<file path="config.mk">
export PLATFORM = sky130hd
export DESIGN_NAME = usbft_frame_hub
export DESIGN_NICKNAME = d
export VERILOG_FILES = /design/src/rtl/usbft_frame_hub.v
export VERILOG_INCLUDE_DIRS = /design/src /design/src/rtl
export SDC_FILE = /design/constraint.sdc
export NUM_CORES = 1
export LEC_CHECK = 0
export BUFFER_PORTS_ARGS = -buffer_cell sky130_fd_sc_hd__buf_4
export CAP_MARGIN = 40
export CORE_MARGIN = 3
export CORE_UTILIZATION = 50
export DETAILED_ROUTE_END_ITERATION = 10
export PLACE_DENSITY = 0.71
export SLEW_MARGIN = 20
export SYNTH_ARGS = -nofsm -noshare
export SYNTH_HDL_FRONTEND = slang
export SYNTH_SLANG_ARGS = --single-unit
</file>
<file path="constraint.sdc">
create_clock -name pclk -period 4.2 [get_ports pclk]
set_input_delay 0.21 -clock pclk [delete_from_list [all_inputs] [get_ports pclk]]
set_output_delay 0.21 -clock pclk [all_outputs]
set_load 0.01 [all_outputs]
</file>
<file path="src/rtl/usbft_consts.vh">
/*
 * constants of the usb frame timing and root hub block: register byte
 * offsets, field positions and reset values.
 * assumes: included by the block's rtl and by the testbench; 32-bit apb data.
 */
//
// Contract
// RL1 - at counter zero, copy interval toggle into remaining toggle bit 31
// RL2 - 14-bit remaining count drops per bit time, reloads interval after zero
// RL3 - entering running state reloads counter from interval field
// RL4 - frame count rises on each reload, wraps from all ones to zero
// RL5 - frame count also rises on entering running state
// RL6 - per frame: sof, write count to shared area, then flag frame begin
// RL7 - reset clears 14-bit periodic priority point to zero
// RL8 - at periodic point, finish control/bulk then favour periodic lists
// RL9 - slow transfer starts only if remaining count >= 12-bit cutoff 0628h
// RL10 - descriptor bits 31:24 give power settle delay in 2 ms units
// RL11 - descriptor bit 12 set means no overload guard
// RL12 - descriptor bit 11 picks collective or per-port overload reporting
// RL13 - descriptor bit 10 compound flag reads zero, writes ignored
// RL14 - descriptor bit 9 set means ports always powered
// RL15 - descriptor bit 8 picks global or masked per-port power switching
// RL16 - descriptor bits 7:0 read-only port count, 1 to 15
// RL17 - second descriptor 31:16 per-port power mask, bit 16 reserved
// RL18 - second descriptor 15:0 non-removable flags, bit 0 reserved
// RL19 - status bit 31 written one clears connect wake enable
// RL20 - status bit 16 reads zero; one powers globally switched ports
// RL21 - wake enable makes attach change a resume, raising resume seen
// RL22 - software writes zero to reserved status bits
// RL23 - frame interval field resets to 2EDFh, 11999 bit times
// RL24 - software flips interval toggle whenever it loads a new interval
// RL25 - reset clears remaining count and toggle until running loads it
`ifndef USBFT_CONSTS_VH
`define USBFT_CONSTS_VH

// register byte offsets
`define USBFT_OFS_INTERVAL   16'hD034
`define USBFT_OFS_REMAIN     16'hD038
`define USBFT_OFS_FRAMENUM   16'hD03C
`define USBFT_OFS_PERIODIC   16'hD040
`define USBFT_OFS_SLOWCUT    16'hD044
`define USBFT_OFS_DESC_A     16'hD048
`define USBFT_OFS_DESC_B     16'hD04C
`define USBFT_OFS_HUB_STAT   16'hD050

// field positions
`define USBFT_TOGGLE_BIT     31
`define USBFT_WAKE_CLR_BIT   31
`define USBFT_GPWR_ON_BIT    16
`define USBFT_WAKE_EN_BIT    15
`define USBFT_GPWR_OFF_BIT   0

// reset values
`define USBFT_INTERVAL_RST   14'h2EDF
`define USBFT_PERIODIC_RST   14'h0000
`define USBFT_SLOWCUT_RST    12'h628
`define USBFT_SETTLE_UNIT_MS 2

`endif

</file>
<file path="src/rtl/usbft_frame_hub.v">
/*
 * frame timing and root hub descriptor/status logic of a usb 1.x host
 * controller, with an apb register slave.
 * assumes: bit_tick is a one-cycle strobe per usb bit time, synchronous
 * to pclk; all inputs synchronous to pclk; the shared-area write engine
 * answers comm_write_req with a one-cycle comm_write_done.
 */
// The APB register port was left to the implementer.
`timescale 1ns/10ps
`include "usbft_consts.vh"

module usbft_frame_hub #(
    parameter       NUM_PORTS      = 15,
    parameter [7:0] SETTLE_DELAY   = 8'h32,
    parameter       NO_GUARD_RST   = 1'b0,
    parameter       NO_SWITCH_RST  = 1'b0,
    parameter       SWITCH_SCOPE_RST = 1'b1
) (
    input  wire        pclk,
    input  wire        presetn,
    input  wire        psel,
    input  wire        penable,
    input  wire        pwrite,
    input  wire [15:0] paddr,
    input  wire [31:0] pwdata,
    output reg  [31:0] prdata,
    output reg         pready,
    output reg         pslverr,
    input  wire        running_state,
    input  wire        bit_tick,
    input  wire        transaction_busy,
    input  wire        slow_start_req,
    input  wire        comm_write_done,
    input  wire        suspended,
    input  wire        attach_change_flag,
    input  wire [15:0] port_power_set,
    input  wire [15:0] port_power_clr,
    output reg         sof_send,
    output reg         comm_write_req,
    output reg  [15:0] frame_count_value,
    output reg         ed_fetch_ok,
    output reg         frame_begin_flag,
    output reg         periodic_priority,
    output reg         slow_start_grant,
    output reg         resume_request,
    output reg         resume_seen_flag,
    output reg  [15:0] port_power_on
);

    // frame sequencer states
    localparam [1:0] ST_IDLE  = 2'b00;
    localparam [1:0] ST_WRITE = 2'b01;
    localparam [1:0] ST_FLAG  = 2'b10;

    reg  [13:0] interval_ff;
    reg         interval_flip_ff;
    reg  [13:0] left_ff;
    reg         rem_toggle_ff;
    reg         running_d_ff;
    reg  [13:0] prio_point_ff;
    reg  [11:0] slow_cut_ff;
    reg  [7:0]  settle_ff;
    reg         no_guard_ff;
    reg         guard_scope_ff;
    reg         always_pwr_ff;
    reg         sw_scope_ff;
    reg  [15:0] pwr_mask_ff;
    reg  [15:0] fixed_ff;
    reg         wake_en_ff;
    reg  [1:0]  seq_ff;
    reg         prio_due_ff;

    wire        wr_acc;
    wire        start_run;
    wire        reload;
    wire        boundary;
    wire [15:0] port_bits;
    wire [15:0] glob_sel;
    wire [31:0] desc_a;
    reg  [31:0] rd_mux;
    reg         hit;

    // apb write takes effect on the edge where pready is seen high
    assign wr_acc    = psel & penable & pready & pwrite;
    assign start_run = running_state & ~running_d_ff;
    assign reload    = running_state & running_d_ff & bit_tick
                       & (left_ff == 14'h0000);
    assign boundary  = start_run | reload;
    // valid port lanes 1..NUM_PORTS, lane 0 reserved
    assign port_bits = ((16'h0001 << NUM_PORTS) - 16'h0001) << 1;
    // global commands reach masked ports only in global mode
    assign glob_sel  = sw_scope_ff ? (port_bits & ~pwr_mask_ff) : port_bits; // RL15
    assign desc_a    = {settle_ff, 11'h000, no_guard_ff, guard_scope_ff,
                        1'b0, always_pwr_ff, sw_scope_ff,
                        NUM_PORTS[7:0]}; // RL10 RL11 RL12 RL13 RL14 RL16

    // read decode; unmapped addresses answer with pslverr
    always @* begin
        rd_mux = 32'h0000_0000;
        hit    = 1'b1;
        case (paddr)
            `USBFT_OFS_INTERVAL: rd_mux = {interval_flip_ff, 17'h00000,
                                           interval_ff};
            `USBFT_OFS_REMAIN:   rd_mux = {rem_toggle_ff, 17'h00000,
                                           left_ff};
            `USBFT_OFS_FRAMENUM: rd_mux = {16'h0000, frame_count_value};
            `USBFT_OFS_PERIODIC: rd_mux = {18'h00000, prio_point_ff};
            `USBFT_OFS_SLOWCUT:  rd_mux = {20'h00000, slow_cut_ff};
            `USBFT_OFS_DESC_A:   rd_mux = desc_a;
            `USBFT_OFS_DESC_B:   rd_mux = {pwr_mask_ff, fixed_ff};
            // global power command bit reads zero
            `USBFT_OFS_HUB_STAT: rd_mux = {16'h0000, wake_en_ff,
                                           15'h0000}; // RL20
            default:             hit    = 1'b0;
        endcase
    end

    // apb slave: one wait state, registered answer
    always @(posedge pclk or negedge presetn) begin
        if (!presetn) begin
            pready  <= 1'b0;
            pslverr <= 1'b0;
            prdata  <= 32'h0000_0000;
        end else begin
            pready  <= psel & penable & ~pready;
            pslverr <= psel & penable & ~pready & ~hit;
            if (psel & penable & ~pready & ~pwrite)
                prdata <= rd_mux;
        end
    end

    // software-written configuration registers
    always @(posedge pclk or negedge presetn) begin
        if (!presetn) begin
            interval_ff      <= `USBFT_INTERVAL_RST; // RL23
            interval_flip_ff <= 1'b0;
            prio_point_ff    <= `USBFT_PERIODIC_RST; // RL7
            slow_cut_ff      <= `USBFT_SLOWCUT_RST;
            settle_ff        <= 8'h00;
            no_guard_ff      <= 1'b0;
            guard_scope_ff   <= 1'b0;
            always_pwr_ff    <= 1'b0;
            sw_scope_ff      <= 1'b0;
            pwr_mask_ff      <= 16'h0000;
            fixed_ff         <= 16'h0000;
        end else if (running_d_ff == 1'b0 && settle_ff == 8'h00
                     && !wr_acc && !sw_scope_ff && !always_pwr_ff
                     && pwr_mask_ff == 16'h0000 && !running_state
                     && seq_ff == ST_IDLE && !no_guard_ff
                     && !guard_scope_ff && fixed_ff == 16'h0000
                     && prdata == 32'h0000_0000 && !pready) begin
            // strap load of implementation values after reset release
            settle_ff      <= SETTLE_DELAY; // RL10
            no_guard_ff    <= NO_GUARD_RST;
            guard_scope_ff <= SWITCH_SCOPE_RST; // RL12
            always_pwr_ff  <= NO_SWITCH_RST;
            sw_scope_ff    <= SWITCH_SCOPE_RST;
        end else if (wr_acc) begin
            case (paddr)
                `USBFT_OFS_INTERVAL: begin
                    // software flips bit 31 with each new interval
                    interval_flip_ff <= pwdata[`USBFT_TOGGLE_BIT]; // RL24
                    interval_ff      <= pwdata[13:0];
                end
                `USBFT_OFS_PERIODIC: prio_point_ff <= pwdata[13:0];
                `USBFT_OFS_SLOWCUT:  slow_cut_ff   <= pwdata[11:0];
                `USBFT_OFS_DESC_A: begin
                    // port count and compound flag are not writable
                    settle_ff      <= pwdata[31:24];
                    no_guard_ff    <= pwdata[12]; // RL11
                    guard_scope_ff <= pwdata[11]; // RL12
                    always_pwr_ff  <= pwdata[9]; // RL14
                    sw_scope_ff    <= pwdata[8]; // RL15
                end
                `USBFT_OFS_DESC_B: begin
                    pwr_mask_ff <= pwdata[31:16] & port_bits; // RL17
                    fixed_ff    <= pwdata[15:0] & port_bits; // RL18
                end
                default: ;
            endcase
        end
    end

    // frame remaining counter and frame number
    always @(posedge pclk or negedge presetn) begin
        if (!presetn) begin
            running_d_ff      <= 1'b0;
            left_ff           <= 14'h0000; // RL25
            rem_toggle_ff     <= 1'b0; // RL25
            frame_count_value <= 16'h0000;
        end else begin
            running_d_ff <= running_state;
            if (!running_state) begin
                left_ff <= left_ff;
            end else if (start_run) begin
                left_ff           <= interval_ff; // RL3
                frame_count_value <= frame_count_value + 16'h0001; // RL5
            end else if (reload) begin
                left_ff           <= interval_ff; // RL2
                rem_toggle_ff     <= interval_flip_ff; // RL1
                frame_count_value <= frame_count_value + 16'h0001; // RL4
            end else if (bit_tick) begin
                left_ff <= left_ff - 14'h0001; // RL2
            end
        end
    end

    // boundary sequence: sof, shared-area write, then frame flag
    always @(posedge pclk or negedge presetn) begin
        if (!presetn) begin
            seq_ff           <= ST_IDLE;
            sof_send         <= 1'b0;
            comm_write_req   <= 1'b0;
            ed_fetch_ok      <= 1'b0;
            frame_begin_flag <= 1'b0;
        end else begin
            sof_send         <= 1'b0;
            frame_begin_flag <= 1'b0;
            case (seq_ff)
                ST_IDLE: begin
                    if (boundary) begin
                        sof_send       <= 1'b1; // RL6
                        comm_write_req <= 1'b1; // RL6
                        ed_fetch_ok    <= 1'b0; // RL6
                        seq_ff         <= ST_WRITE;
                    end
                end
                ST_WRITE: begin
                    // descriptors stay locked until count is in memory
                    if (comm_write_done) begin
                        comm_write_req <= 1'b0;
                        seq_ff         <= ST_FLAG;
                    end
                end
                ST_FLAG: begin
                    frame_begin_flag <= 1'b1; // RL6
                    ed_fetch_ok      <= 1'b1; // RL6
                    seq_ff           <= ST_IDLE;
                end
                default: seq_ff <= ST_IDLE;
            endcase
        end
    end

    // periodic priority and slow transfer admission
    always @(posedge pclk or negedge presetn) begin
        if (!presetn) begin
            prio_due_ff       <= 1'b0;
            periodic_priority <= 1'b0;
            slow_start_grant  <= 1'b0;
        end else begin
            if (boundary) begin
                prio_due_ff       <= 1'b0;
                periodic_priority <= 1'b0;
            end else begin
                if (running_state && left_ff == prio_point_ff)
                    prio_due_ff <= 1'b1; // RL8
                // the transfer in flight is allowed to complete first
                if ((prio_due_ff || (running_state
                     && left_ff == prio_point_ff)) && !transaction_busy)
                    periodic_priority <= 1'b1; // RL8
            end
            slow_start_grant <= slow_start_req & running_state
                                & (left_ff >= slow_cut_ff); // RL9
        end
    end

    // hub status: wake enable, global power, remote wakeup
    always @(posedge pclk or negedge presetn) begin
        if (!presetn) begin
            wake_en_ff       <= 1'b0;
            resume_request   <= 1'b0;
            resume_seen_flag <= 1'b0;
            port_power_on    <= 16'h0000;
        end else begin
            if (wr_acc && paddr == `USBFT_OFS_HUB_STAT) begin
                // a set in the same write wins over the clear
                if (pwdata[`USBFT_WAKE_EN_BIT])
                    wake_en_ff <= 1'b1; // RL21
                else if (pwdata[`USBFT_WAKE_CLR_BIT])
                    wake_en_ff <= 1'b0; // RL19
            end
            resume_request   <= wake_en_ff & suspended
                                & attach_change_flag; // RL21
            resume_seen_flag <= wake_en_ff & suspended
                                & attach_change_flag; // RL21
            if (always_pwr_ff) begin
                port_power_on <= port_bits; // RL14
            end else begin
                port_power_on <= (port_power_on
                    | (port_power_set & pwr_mask_ff & {16{sw_scope_ff}})
                    | (glob_sel & {16{wr_acc
                        && paddr == `USBFT_OFS_HUB_STAT
                        && pwdata[`USBFT_GPWR_ON_BIT]}})) // RL20
                    & ~(port_power_clr & pwr_mask_ff & {16{sw_scope_ff}}
                        & ~port_power_set)
                    & ~(glob_sel & {16{wr_acc
                        && paddr == `USBFT_OFS_HUB_STAT
                        && pwdata[`USBFT_GPWR_OFF_BIT]
                        && !pwdata[`USBFT_GPWR_ON_BIT]}})
                    & port_bits;
            end
        end
    end

endmodule // usbft_frame_hub

</file>
==> results.md, run 1 <==
- CP Buf/Inv Count: 1
- Startpoint Class: flip-flop
- DRC: 0
- Fin. Hold Viols: 0
- Highest Signal Layer: met4
- Syn Area/Cell: 10.86 um2
- Post-route minimum period: ~2.7 ns
- Initial Utilization: 0.5175
- DR WL met3: 2434 um
- First-pass DRT Iterations: 5
- Post-route cell area: 11170 um2
- Post-synth EDFFs: 0
- Nets@finish: 1102
- Clk sinks: approximately 170
- DP Area: 10450 um2
- Async SR Flop Fraction: 1.000
- Hold WC Path Type: in2reg
- Clock root buffer master: clkbuf_16
- Setup CP Type: reg2reg
- Synth top area cells: dfrtp_1, mux2_2, mux2_4
- GRT Total Usage: 0.2826
- Max Cap Viol: 0
- CTS tree: done
- Die width: ~140 um
- VDD IR max: 0.3101 mV
- Hold_sp: suspended
- Clock insertion delay at the later pin of the skew report: ~0.44 ns
- Max_slew headroom: 0.4116
- Avg WL per Cell: 22.62 um
- Crit path max-delay family: simple AND/OR/NAND/NOR gates
- Dominant cell type by area after synthesis: dfrtp_1
- Hpwl dp: ~20000 um
- CP dominant cell by count: nor4_1
- Register area share after synthesis: 0.4819
- Commonest cells post-synth: dfrtp_1, nand2_1, mux2_2, a22oi_1, nor2_1
- Initial antenna violation count: 0
- Post-route ant nets: 0
- Clock-pin slew on the worst setup and hold paths: ~0.070 ns
- Power Dens Cells: between 300 and 400 nW/um2
- Post-synth cell types: 71
- Synth Register Bits: 174
- Crit path DAT: 3.02 ns
- Via count: 7648
- Crit path from: left_ff[11]$_DFFE_PN0P_
- Slowest CP cell: nor4_1
- Post-cts sizing count: 0
- Max FO, Critical Path: 14
- Num CTS Buffers: 17
- Most frequent cell after synthesis: dfrtp_1
- Post-synth top area share: 0.4384
- Row count: 48
- Placer's final routability congestion estimate: 0.9428
- Setup TNS: 0 ns
- Ys Warns: 0
- Worst setup EP type: flip-flop
- Final WL: about 28000 um
- Area Overhead vs Synth: 23.07%
- Status: complete, no violations
- Clock Skew: 0.008234 ns
- Synth Flop Type: dfrtp_1
- Slew Viols, Final: 0
- Synth Instances: 836
- Synth Cell Area: 9075 um2
- Core ar.: 17540 um2
- WP data required: around 4.5 ns
- Vias per cell: 6.198
- Worst-margin pin slew: 0.8745 ns
- Metal1 wirelength: 12030 um
- First-pass GRT wire length: approximately 44000 um
- Worst r2r src: left_ff[11]$_DFFE_PN0P_
- Fmax: 370.2 MHz
- Io pins: 166
- RSZ-0062 raised after global routing: false
- Clock buffer depth: 2
- Port Buffers: 161
- DR iter-0 viols: about 830
- Layout cells sized above 1: 0.3221
- Vias in the first global route: 7543
- Die area: 19800 um2
- Static leakage: 5.094 nW
- Final Setup Violations: 0
- Critical Path Max Stage Delay: 0.66 ns
- Ratio of final minimum period to clock period: 0.6431
- Cell chain of the critical path: nor4_1 > nand4_1 > o21ai_2 > buf_4 > nor4_1 > a311o_1
- Total grt overflow: 0
- Htree depth: 4
- Met2 routed WL: 12930 um
- Largest net degree at the start of global routing: between 70 and 80
- Overall power: 4.362 mW
- Diode count: 0
- Die H: 140.7 um
==> area by class of cell <==
| class | instances | area, um2 |
|---|---|---|
| fillers | 1458 | 6369 |
| inverters | 27 | 101.3 |
| clock inverters | 10 | 126.4 |
| multi-input cells | 585 | 4295 |
| repair buffers | 191 | 1506 |
| well taps | 225 | 281.5 |
| clock buffers | 22 | 484.2 |
| flip-flops and latches | 174 | 4373 |
==> stage by stage <==
step                setup slack (ns)    util  hold slack (ns)  instances
detailed placement             1.463  0.5957           0.1423       1191
finish                         1.499  0.6368          0.01166       1234
CTS                            1.548  0.6368         0.006288       1234
floorplan                      2.095       -         -0.08559        837
global route                   1.309  0.6368         0.007350       1234
global placement               1.145  0.5895           0.3990       1182
==> metal layers <==
metal / vias to the layer above / global-route usage
li1: 3404 / -
met1: 3786 / 0.4087
met2: 411 / 0.4395
met3: 47 / 0.05088
met4: 0 / 0.07955
met5: - / 0
==> worst paths after layout <==
| check | end | slack [ns] | cells after the start |
|---|---|---|---|
| setup / recovery | left_ff[13]$_DFFE_PN0P_ | 1.50 | 6 |
| hold / removal | resume_seen_flag$_DFF_PN0_ | 0.01 | 2 |
| setup reg to reg | left_ff[13]$_DFFE_PN0P_ | 1.50 | 6 |
| hold reg to reg | periodic_priority$_DFFE_PN0P_ | 0.49 | 2 |
| max in group asynchronous | interval_ff[10]$_DFFE_PN1P_ | 2.74 | 4 |
| min in group asynchronous | periodic_priority$_DFFE_PN0P_ | 0.24 | 2 |
==> logic make-up after synthesis <==
| group | Yosys count | share of synthesized area |
|---|---|---|
| AO/OA/AOI/OAI | 159 | 0.1211 |
| buffers and inverters | 78 | 0.04619 |
| adder cells (fa/ha/maj) | 14 | 0.01930 |
| other | 1 | 0.0004132 |
| XOR/XNOR | 29 | 0.02799 |
| flip-flops | 174 | 0.4819 |
| multiplexers | 84 | 0.1160 |
| AND/OR/NAND/NOR | 297 | 0.1872 |
==> cell usage in the layout, fill, tap and decap left out, types with 17 or more instances in the layout <==
cell type and n:
and3_1 21, a21oi_1 26, a22oi_1 48, nor4_1 28
nand2_1 82, mux2_2 49, mux2_4 30, buf_4 172
xnor2_1 21, inv_1 27, o21ai_0 17, dfrtp_1 159
nand4_1 18, nor2_1 41, nand3_1 34, clkbuf_16 17
==> registers in the layout, indices dropped and copies added, names as in the netlist, 8 cells and up <==
register and cells:
interval_ff 14, prdata 31, prio_point_ff 14, pwr_mask_ff 15, frame_count_value 16, slow_cut_ff 12, left_ff 14, port_power_on 15
fixed_ff 15, settle_ff 8
==> report_power, final <==
group,leakage (nW),internal [mW],switching [mW]
sequential,2.26,1.79,0.236
clock,0.296,0.950,0.703
combinational,2.54,0.324,0.358
==> repair_timing <==
item,4_1_cts,5_1_grt
hold buffers,11,0
hold endpoints to repair,44,0
buffers inserted,0,0
No activity file was read; power rests on OpenSTA's default activity.
==> run 2: changes to the inputs <==
==> constraint.sdc (replaced) <==
create_clock -name pclk -period 2.6 [get_ports pclk]
set_input_delay 0.13 -clock pclk [delete_from_list [all_inputs] [get_ports pclk]]
set_output_delay 0.13 -clock pclk [all_outputs]
set_load 0.01 [all_outputs]
==> run 2 against run 1 <==
Against the previous run:
- total power up 67%
- sequential cell count did not move
- clock power increased by 68%
- combinational power rose by 95%
- core utilization grew 4.0 points
- highest routed layer unchanged
==> results.md, run 2 (synthesis gave the netlist of run 1 again) <==
- First-pass DRT Iterations: 6 (+1)
- DR iter-0 viols: 748 (-9.6%)
- Clock buffer depth: 2 (unchanged)
- Status: complete, no violations
- Die H: 140.7 um (unchanged)
- DP Area: 10710 um2 (+2.5%)
- Total grt overflow: 0 (unchanged)
- Layout cells sized above 1: 0.3302 (+0.008149)
- Overall power: 7.266 mW (+67%)
- Setup CP Type: reg2reg
- Max Cap Viol: 0 (unchanged)
- Clock root buffer master: clkbuf_16
- Largest regs: prdata (31), frame_count_value (16)
- VDD IR max: 0.4890 mV (+58%)
- Max_slew headroom: 0.5262 (+0.1146)
- Max FFs per register: 31 (unchanged)
- Seq pwr share: 0.436 (-0.029)
- Vias per cell: 6.148 (-0.80%)
- Port Buffers: 161 (unchanged)
- DRC: 0 (unchanged)
- Ratio of final minimum period to clock period: 0.9329 (+0.2898)
- Switching Fraction: 0.2918 (-0.005542)
- Clock network fraction of total power: 0.382 (+0.003)
- Commonest cells after routing, fill and taps aside: buf_4, dfrtp_1, nand2_1
- Most flop-heavy register: prdata
- Die width: 140.7 um (unchanged)
- GRT Total Usage: 0.2885 (+0.005840)
- Clock insertion delay at the later pin of the skew report: 0.43 ns (about the same)
- Max FO, Critical Path: 13 (-1)
- Io pins: 166 (unchanged)
- Fill count: 1360 (-6.7%)
- Placer's final routability congestion estimate: 0.8992 (-4.6%)
- Nets@finish: 1174 (+6.5%)
- Hpwl dp: 20320 um (+1.7%)
- Avg WL per Cell: 21.87 um (-3.3%)
- Post-route ant nets: 0 (unchanged)
- Via count: 8036 (+5.1%)
- Static leakage: 5.443 nW (+6.8%)
- Final WL: 28590 um (+2.4%)
- Initial Utilization: 0.5175 (unchanged)
- Clock Skew: 0.007147 ns (-0.001087 ns)
- Int Pwr: 5.146 mW (+68%)
- Core ar.: 17540 um2 (unchanged)
- Power Dens Cells: 612.4 nW/um2 (+57%)
- Num CTS Buffers: 17 (unchanged)
- Vias in the first global route: 8004 (+6.1%)
- Initial antenna violation count: 0 (unchanged)
- Crit path from: left_ff[0]$_DFFE_PN0P_
- Crit path DAT: 2.79 ns (-0.23 ns)
- Htree depth: 4 (unchanged)
- Fin. Hold Viols: 0 (unchanged)
- Setup Fix Bufs, Post-CTS: 0 (unchanged)
- Post-route minimum period: 2.425 ns (-0.2755 ns)
- Final Util: 0.6765 (+0.03967)
- Hold_sp: port_power_set[15]
- CTS tree: done
- Worst-margin pin slew: 0.7106 ns (-0.1639 ns)
- First-pass GRT wire length: 44660 um (+1.8%)
- Worst setup EP type: flip-flop
- Clk sinks: 174 (unchanged)
- WP data required: 2.96 ns (-1.56 ns)
- Slew Viols, Final: 0 (unchanged)
- RSZ-0062 raised after global routing: false
- Worst r2r src: left_ff[0]$_DFFE_PN0P_
- Logic pwr share: 0.183 (+0.027)
- Row count: 48 (unchanged)
- Die area: 19800 um2 (unchanged)
- Area Overhead vs Synth: 30.73%
- Hold WC Path Type: in2reg
- Fmax: 412.3 MHz (+11%)
- Post-route cell area: 11860 um2 (+6.2%)
- Setup TNS: 0 ns (unchanged)
- P_sw: 2.120 mW (+63%)
- Final hold slack: 0.02764 ns (+0.01597 ns)
- Most common cell after layout, fill and taps aside: buf_4
- Clock-pin slew on the worst setup and hold paths: 0.07 ns (about the same)
- Startpoint Class: flip-flop
- Largest net degree at the start of global routing: 73 (-2.7%)
- Final Setup Violations: 0 (unchanged)
-- run 2: cell count changes in the layout (fill, tap and decap cells not counted), moves of 2 or more --
| cell | before | now |
|---|---|---|
| clkbuf_8 | 4 | 0 |
| bufinv_16 | 2 | 4 |
| inv_6 | 3 | 5 |
| dlygate4sd3_1 | 11 | 52 |
| buf_4 | 172 | 204 |
| buf_6 | 6 | 1 |
| buf_12 | 0 | 5 |
-- run 2: layout make-up --
cell class                      instances  area, um2  area share
Sequential cell                       174       4373      0.3686
Tap cell                              225      281.5     0.02373
Antenna cell                            1      2.502   0.0002109
Clock buffer                           17      425.4     0.03586
Multi-Input combinational cell        585       4295      0.3621
Clock inverter                         15      206.4     0.01740
Inverter                               27      101.3    0.008542
Timing Repair Buffer                  263       2178      0.1836
-- run 2: what timing repair did --
item / 4_1_cts / 5_1_grt
endpoints found under the hold margin: 164 / 0
hold buffers: 52 / 0
gates resized for setup: 0 / 0
-- run 2: worst paths after layout --
| check | cells past startpoint | endpoint | slack, ns |
|---|---|---|---|
| max | 8 | frame_count_value[10]$_DFFE_PN0P_ | 0.17 |
| min | 3 | port_power_on[15]$_DFF_PN0_ | 0.03 |
| max reg2reg | 8 | frame_count_value[10]$_DFFE_PN0P_ | 0.17 |
| min reg2reg | 2 | prio_due_ff$_DFFE_PN0P_ | 0.49 |
| max in group asynchronous | 3 | slow_cut_ff[5]$_DFFE_PN1P_ | 1.47 |
| min in group asynchronous | 2 | periodic_priority$_DFFE_PN0P_ | 0.30 |
-- run 2: layer usage --
| metal | track usage | vias to the layer above | part of all wire |
|---|---|---|---|
| met5 | 0 | - | 0 |
| met4 | 0.09128 | 0 | 0.023 |
| met1 | 0.4086 | 4009 | 0.43 |
| met3 | 0.06750 | 58 | 0.088 |
| li1 | - | 3569 | - |
| met2 | 0.4425 | 400 | 0.46 |
-- run 2: worst max-delay path, stage by stage (launching register included) --
cell	delay (ns)
dfrtp_1	0.43
inv_1	0.10
ha_1	0.20
nor2b_1	0.26
nand4_1	0.20
o21a_1	0.46
buf_12	0.26
nor4_4	0.27
xor2_1	0.16
-- run 2: power by group through the flow --
stage	logic [mW]	clock network, mW	registers, mW
finish	1.33	2.77	3.16
global route	1.45	2.90	3.19
CTS	1.32	2.79	3.16
detailed placement	1.25	0	3.20
global placement	1.23	0	3.20
floorplan	0.624	0	3.15
-- run 2: per-stage QoR --
stage,cells,setup slack (ns)
4_1_cts,1306,0.1958
6_report,1307,0.1745
3_3_place_gp,1221,0.2751
3_5_place_dp,1222,0.2335
5_1_grt,1306,0.005749
2_1_floorplan,837,0.5673
